**config.mk**
```make
export PLATFORM = sky130hd
export DESIGN_NAME = dppio_top
export DESIGN_NICKNAME = d
export VERILOG_FILES = /design/src/pkg/dppio_pkg.sv /design/src/core/dppio_top.sv
export VERILOG_INCLUDE_DIRS = /design/src /design/src/pkg
export SDC_FILE = /design/constraint.sdc
export NUM_CORES = 1
export LEC_CHECK = 0
export BUFFER_PORTS_ARGS = -buffer_cell sky130_fd_sc_hd__buf_4
export CORE_AREA = 2 2 89 83
export CTS_CLUSTER_DIAMETER = 30
export DETAILED_ROUTE_END_ITERATION = 10
export DIE_AREA = 0 0 91 85
export GPL_TIMING_DRIVEN = 0
export PLACE_DENSITY = 0.73
export SLEW_MARGIN = 20
export SYNTH_ARGS = -nofsm -noshare
export SYNTH_HDL_FRONTEND = slang
export SYNTH_SLANG_ARGS = --single-unit
```
**constraint.sdc**
```tcl
create_clock -name ref_clk -period 1.9 [get_ports ref_clk]
set_clock_uncertainty 0.2 [all_clocks]
set_input_delay 0.38 -clock ref_clk [delete_from_list [all_inputs] [get_ports ref_clk]]
set_output_delay 0.38 -clock ref_clk [all_outputs]
set_load 0.02 [all_outputs]
```
**src/pkg/dppio_defs.svh**
```systemverilog
// Purpose: constants for the dual port pin i/o block
// Assumes: 250 MHz ref_clk
// Notes: times in ns, counts derived from them
`ifndef DPPIO_DEFS_SVH
`define DPPIO_DEFS_SVH
`define DPPIO_WIDE_W 8
`define DPPIO_NARROW_W 4
`define DPPIO_CLK_NS 4
`define DPPIO_RST_MIN_NS 2000
`define DPPIO_RST_MIN_CYC \
  ((`DPPIO_RST_MIN_NS + `DPPIO_CLK_NS - 1) / `DPPIO_CLK_NS)
`define DPPIO_CNT_W 16
`endif

```
**src/pkg/dppio_pkg.sv**
```systemverilog
// Purpose: types for the dual port pin i/o block
// Assumes: nothing
// Notes: reset pin filter states
package dppio_pkg;
  typedef enum logic [1:0] {
    DPPIO_IDLE = 2'b00,
    DPPIO_COUNT = 2'b01,
    DPPIO_HOLD = 2'b10
  } dppio_rst_e;
endpackage

```
**src/core/dppio_top.sv**
```systemverilog
// Purpose: pin-level logic of an 8-bit and a 4-bit general i/o port
// Assumes: pin levels arrive asynchronously; control from core logic
// Notes: the top narrow pin is the reset input unless the fuse is 0
`timescale 1ns/1ns
`include "dppio_defs.svh"

// How it works
// - the narrow port has four two-way pins, each with its own pull-up.
// - the top narrow pin is the reset input unless the fuse reads zero.
// - every narrow pin stops driving while any reset is active.
// - a reset-pin low longer than the least pulse raises the chip reset.
// - the wide port has eight two-way pins, each with its own pull-up.
// - every wide pin stops driving while any reset is active.
// - wide pins may be handed to alternate functions.
// - narrow pins may be handed to alternate functions.
module dppio_top #(
  parameter int WIDE_W = `DPPIO_WIDE_W,
  parameter int NARROW_W = `DPPIO_NARROW_W,
  parameter int RST_MIN_CYC = `DPPIO_RST_MIN_CYC
) (
  // clock and reset
  input wire logic ref_clk,
  input wire logic sys_rst,
  // strap
  input wire logic reset_pin_disable_fuse,
  // wide port control from core
  input wire logic [WIDE_W-1:0] wide_dir,
  input wire logic [WIDE_W-1:0] wide_out,
  input wire logic [WIDE_W-1:0] wide_pull,
  input wire logic [WIDE_W-1:0] wide_alt_en,
  input wire logic [WIDE_W-1:0] wide_alt_oe,
  input wire logic [WIDE_W-1:0] wide_alt_out,
  // narrow port control from core
  input wire logic [NARROW_W-1:0] narrow_dir,
  input wire logic [NARROW_W-1:0] narrow_out,
  input wire logic [NARROW_W-1:0] narrow_pull,
  input wire logic [NARROW_W-1:0] narrow_alt_en,
  input wire logic [NARROW_W-1:0] narrow_alt_oe,
  input wire logic [NARROW_W-1:0] narrow_alt_out,
  // wide pins
  input wire logic [WIDE_W-1:0] wide_port_pins_in,
  output logic [WIDE_W-1:0] wide_port_pins_out,
  output logic [WIDE_W-1:0] wide_port_pins_oe,
  output logic [WIDE_W-1:0] wide_port_pins_pu,
  // narrow pins
  input wire logic [NARROW_W-1:0] narrow_port_pins_in,
  output logic [NARROW_W-1:0] narrow_port_pins_out,
  output logic [NARROW_W-1:0] narrow_port_pins_oe,
  output logic [NARROW_W-1:0] narrow_port_pins_pu,
  // readback and reset to core
  output logic [WIDE_W-1:0] wide_in_data,
  output logic [NARROW_W-1:0] narrow_in_data,
  output logic chip_reset
);
  import dppio_pkg::*;

  localparam int ALL_W = WIDE_W + NARROW_W;
  localparam int TOP = ALL_W - 1;
  // sync reset value: the reset pin idles high, every other pin reads low
  localparam logic [ALL_W-1:0] SYNC_RST = {1'b1, {TOP{1'b0}}};

  logic [ALL_W-1:0] sync1;
  logic [ALL_W-1:0] sync2;
  logic fuse_s1;
  logic fuse_s2;
  logic [ALL_W-1:0] dir_all;
  logic [ALL_W-1:0] out_all;
  logic [ALL_W-1:0] pull_all;
  logic [ALL_W-1:0] aen_all;
  logic [ALL_W-1:0] aoe_all;
  logic [ALL_W-1:0] aout_all;
  logic [ALL_W-1:0] pin_out;
  logic [ALL_W-1:0] pin_oe;
  logic [ALL_W-1:0] pin_pu;
  logic [ALL_W-1:0] next_pin_out;
  logic [ALL_W-1:0] next_pin_oe;
  logic [ALL_W-1:0] next_pin_pu;
  dppio_rst_e state;
  dppio_rst_e next_state;
  logic [`DPPIO_CNT_W-1:0] cnt;
  logic [`DPPIO_CNT_W-1:0] next_cnt;
  logic next_chip_reset;
  logic rst_pin_low;
  logic reset_active;

  // gather both ports into one vector, narrow on top
  assign dir_all = {narrow_dir, wide_dir};
  assign out_all = {narrow_out, wide_out};
  assign pull_all = {narrow_pull, wide_pull};
  assign aen_all = {narrow_alt_en, wide_alt_en};
  assign aoe_all = {narrow_alt_oe, wide_alt_oe};
  assign aout_all = {narrow_alt_out, wide_alt_out};

  // two-flop synchronisers for pins and the fuse strap
  always_ff @(posedge ref_clk) begin
    if (sys_rst) begin
      // a cleared reset-pin sync would fake a low pulse after every reset
      sync1 <= SYNC_RST;
      sync2 <= SYNC_RST;
      fuse_s1 <= 1'b1;
      fuse_s2 <= 1'b1;
    end else begin
      sync1 <= {narrow_port_pins_in, wide_port_pins_in};
      sync2 <= sync1;
      fuse_s1 <= reset_pin_disable_fuse;
      fuse_s2 <= fuse_s1;
    end
  end

  // the reset function exists only while the fuse is unprogrammed
  assign rst_pin_low = fuse_s2 & ~sync2[TOP];
  assign reset_active = sys_rst | chip_reset;

  // reset pin low filter; short pulses fall back to idle
  always_comb begin
    next_state = state;
    next_cnt = cnt;
    unique case (state)
      DPPIO_IDLE: begin
        next_cnt = '0;
        if (rst_pin_low) begin
          next_state = DPPIO_COUNT;
          next_cnt = `DPPIO_CNT_W'(1);
        end
      end
      DPPIO_COUNT: begin
        if (!rst_pin_low) begin
          next_state = DPPIO_IDLE;
        end else if (cnt >= `DPPIO_CNT_W'(RST_MIN_CYC)) begin
          next_state = DPPIO_HOLD;
        end else begin
          next_cnt = cnt + `DPPIO_CNT_W'(1);
        end
      end
      DPPIO_HOLD: begin
        if (!rst_pin_low) begin
          next_state = DPPIO_IDLE;
        end
      end
      default: begin
        next_state = DPPIO_IDLE;
      end
    endcase
    next_chip_reset = (next_state == DPPIO_HOLD);
  end

  always_ff @(posedge ref_clk) begin
    if (sys_rst) begin
      state <= DPPIO_IDLE;
      cnt <= '0;
      chip_reset <= 1'b0;
    end else begin
      state <= next_state;
      cnt <= next_cnt;
      chip_reset <= next_chip_reset;
    end
  end

  // per-bit pad control: alternate function wins over plain i/o
  for (genvar i = 0; i < ALL_W; i++) begin : g_bit
    always_comb begin
      next_pin_out[i] = aen_all[i] ? aout_all[i] : out_all[i];
      next_pin_oe[i] = ~reset_active
        & (aen_all[i] ? aoe_all[i] : dir_all[i]);
      next_pin_pu[i] = ~reset_active & pull_all[i]
        & ~(aen_all[i] ? aoe_all[i] : dir_all[i]);
      if (i == TOP && fuse_s2) begin
        // reset pin: never driven, pull-up on except during sys_rst so it idles high
        next_pin_out[i] = 1'b0;
        next_pin_oe[i] = 1'b0;
        next_pin_pu[i] = 1'b1;
      end
    end
  end

  always_ff @(posedge ref_clk) begin
    if (sys_rst) begin
      pin_out <= '0;
      pin_oe <= '0;
      pin_pu <= '0;
    end else begin
      pin_out <= next_pin_out;
      pin_oe <= next_pin_oe;
      pin_pu <= next_pin_pu;
    end
  end

  // split back to the two ports; all straight from flops
  assign wide_port_pins_out = pin_out[WIDE_W-1:0];
  assign wide_port_pins_oe = pin_oe[WIDE_W-1:0];
  assign wide_port_pins_pu = pin_pu[WIDE_W-1:0];
  assign narrow_port_pins_out = pin_out[TOP:WIDE_W];
  assign narrow_port_pins_oe = pin_oe[TOP:WIDE_W];
  assign narrow_port_pins_pu = pin_pu[TOP:WIDE_W];
  assign wide_in_data = sync2[WIDE_W-1:0];
  assign narrow_in_data = sync2[TOP:WIDE_W];

  // helper: run length of the synchronised reset-pin low level
  logic [`DPPIO_CNT_W-1:0] low_run;
  always_ff @(posedge ref_clk) begin
    if (sys_rst || !rst_pin_low) begin
      low_run <= '0;
    end else if (low_run != '1) begin
      low_run <= low_run + `DPPIO_CNT_W'(1);
    end
  end
endmodule

```
==> results.yml <==
run_status:
  outcome: "finished, violations left"
  failed_checks: "setup timing"
worst_setup_path:
  critPathArrivalTime_ns: 1.98
  setup.worst_path.class: "flop to flop"
  worst-path-buf-inv: 0
  worstSetupStartpointType: "flop"
  worst_path_dominant_cell_family: "simple AND/OR/NAND/NOR gates"
  slowest_delay_ns: 0.42
  cp_data_required_time_ns: 1.97
  top_fanout_value_on_the_critical_path: 4
  timing.critical_path.cells: "or3b_4 > or3_4 > or4_1 > a21oi_1"
  endpoint_kind: "flop"
  timing.critical_path.slowest_stage_cell: "or4_1"
clock_network:
  cts_tree: "built"
  number_of_clock_buffers_inserted_by_tritoncts: 9
  maximum_buffer_depth_of_the_clock_tree: 2
  cts_sinks: 81
  htree_num_levels: 3
  clk_latency_ns: 0.34
  root_buffer: "clkbuf_8"
  clk_pin_slew_worst_paths_ns: 0.07
route:
  routed_via_density: 4.55
  detail_route.iter0.violations: 92
  detailroute.wirelength.met3_microns: 472
  vias: 2239
  wl_met1_mm: 2.72
  drcViolationCount: 0
  drt-total-wl_mm: 6.55
  dr_wl_met2_mm: 3.22
  drtPass1Iterations: 4
  topRoutingLayerUsed: "met4"
  wire_per_inst_microns: 13.3
  final_antenna_net_count: 0
die:
  die_area_sq_um: 7740
  initial_utilization_pct: 38.9
  core-area_sq_um: 6820
  die_x_microns: 91
  die_height_microns: 85
  io_pins: 136
  rows: 29
timing:
  grt_setup_unrepaired: "true"
  timing.max_slew.rel_slack_pct: 62.2
  hold_viol_final: 0
  max_slew.worst_pin.slew_ns: 0.566
  period_needed_ns: 1.91
  timing.final.setup_violations: 1
  post-route-period-util_pct: 101
  worst_slack_ns: -0.0119
  slew_viol_final: 0
  setup_total_negative_slack_ns: -0.0119
  worst_hold_slack_ns: 0.0247
  fmax_achieved_mhz: 523
power_and_ir_drop:
  static-leakage-power_nw: 1.88
  vdd_ir_drop_max_mv: 0.583
  power-per-cell-area_nw_per_um2: 838
  finalPower_w: 0.00339
place:
  post-dp-hpwl_mm: 5.10
  place.port_buffers: 135
  place_area_sq_um: 3790
  globalplace.congestion: 0.807
synthesis:
  yosys.cell_count.top_type: "dfxtp_1"
  synthesis.instances: 244
  seq_cells_post_synth: 81
  async_flop_share_pct: 0
  yosysTopAreaCellShare_pct: 61.1
  synth_top_flop_cell: "dfxtp_1"
  synthTopCellsByArea: "dfxtp_1 61%, mux2i_1 9.0%, nor2b_1 5.2%"
  synth_area_leader_cell: "dfxtp_1"
  synth_enable_flop_cells: 0
  netlist_area_sq_um: 2660
  syn-mean-instance-area_sq_um: 10.9
  count_of_unique_library_cells_instantiated_by_yosys: 35
  post_synth_most_frequent_cells: "81 x dfxtp_1, 26 x nor2_1, 24 x mux2i_1"
  synth.net_count: 333
  ys_warn_count: 0
  synth.yosys.seq_area_share_pct: 61.1
global_routing:
  via_count_of_the_first_global_routing_pass: 2167
  groute.usage.overall_pct: 17.9
  overflow: 0
  grt_antenna_before_repair: 0
  pin_count_of_the_biggest_net_entering_global_routing: 14
  grt_pass1_wl_mm: 10.7
cells_and_area:
  antennaDiodeCount: 0
  postLayoutCellArea_sq_um: 4050
  area_growth_from_synthesis_to_layout_pct: 52.5
  design.final.nets: 484
  layout-drive-gt1-share_pct: 43.4
job:
  cap_violations: 0
worst_hold_path:
  hold_path_class: "input port to flop"
==> through the flow <==
step / utilization (%) / setup slack [ns] / instances
3_3_place_gp: 55.6 / -0.107 / 472
3_5_place_dp: 55.6 / -0.151 / 472
6_report: 59.3 / -0.0119 / 492
4_1_cts: 59.1 / -0.00319 / 491
5_1_grt: 59.3 / -0.0607 / 492
2_1_floorplan: - / 0.0128 / 244
==> placed cells by master (no fill, tap or decap), types with 7 or more instances in the layout <==
| cell type | n |
|---|---|
| and3_1 | 11 |
| a21oi_1 | 8 |
| buf_4 | 140 |
| dfxtp_1 | 77 |
| or2_2 | 7 |
| nor2b_1 | 22 |
| mux2i_1 | 24 |
| clkbuf_8 | 9 |
| nor2_1 | 26 |
| and2_1 | 7 |
| clkbuf_1 | 8 |
==> per-layer routing <==
| layer | GRT usage [%] | vias to the layer above |
|---|---|---|
| met1 | 20.7 | 1016 |
| met3 | 6.84 | 12 |
| met2 | 29.9 | 79 |
| met5 | 0 | - |
| met4 | 7.30 | 0 |
| li1 | - | 1132 |
==> layout make-up <==
class | instances | area (sq um)
Multi-Input combinational cell | 150 | 1010
Tap cell | 93 | 116
Fill cell | 600 | 2770
Inverter | 4 | 15.0
Clock inverter | 5 | 57.6
Sequential cell | 81 | 1630
Timing Repair Buffer | 140 | 1050
Clock buffer | 10 | 128
Buffer | 9 | 35.0
==> logic make-up after synthesis <==
family	synth area share, %
and+or+nand+nor	20.9
DFF	61.1
AOI/OAI and AO/OA	6.17
muxes	9.05
buffers and inverters	1.84
adders and majority gates	0.942
==> registers in the layout, indices dropped and copies added, names as in the netlist <==
register / flops
cnt: 16
pin_oe: 12
pin_out: 12
pin_pu: 12
sync1: 12
sync2: 12
state: 2
chip_reset: 1
fuse_s1: 1
fuse_s2: 1
==> what timing repair did <==
item | in CTS | in global routing
setup buffers | 4 | 1
hold buffers | 0 | 0
pin swaps | 2 | 0
endpoints found under the setup margin | 7 | 5
gates resized for setup | 7 | 4
==> where the power goes <==
| group | leakage [nW] | switching (W) | internal, W |
|---|---|---|---|
| Sequential | 0.668 | 0.0000204 | 0.00176 |
| Clock | 0.0961 | 0.000579 | 0.000600 |
| Combinational | 1.11 | 0.000190 | 0.000240 |
==> final timing paths <==
path	start	to	slack [ns]	cells after the start
max	state[1]	cnt[6]	-0.01	4
min	narrow_port_pins_in[3]	sync1[11]	0.02	2
max reg2reg	state[1]	cnt[6]	-0.01	4
min reg2reg	sync1[11]	sync2[11]	0.21	1
Note: power is estimated with default switching activity, not from simulation.
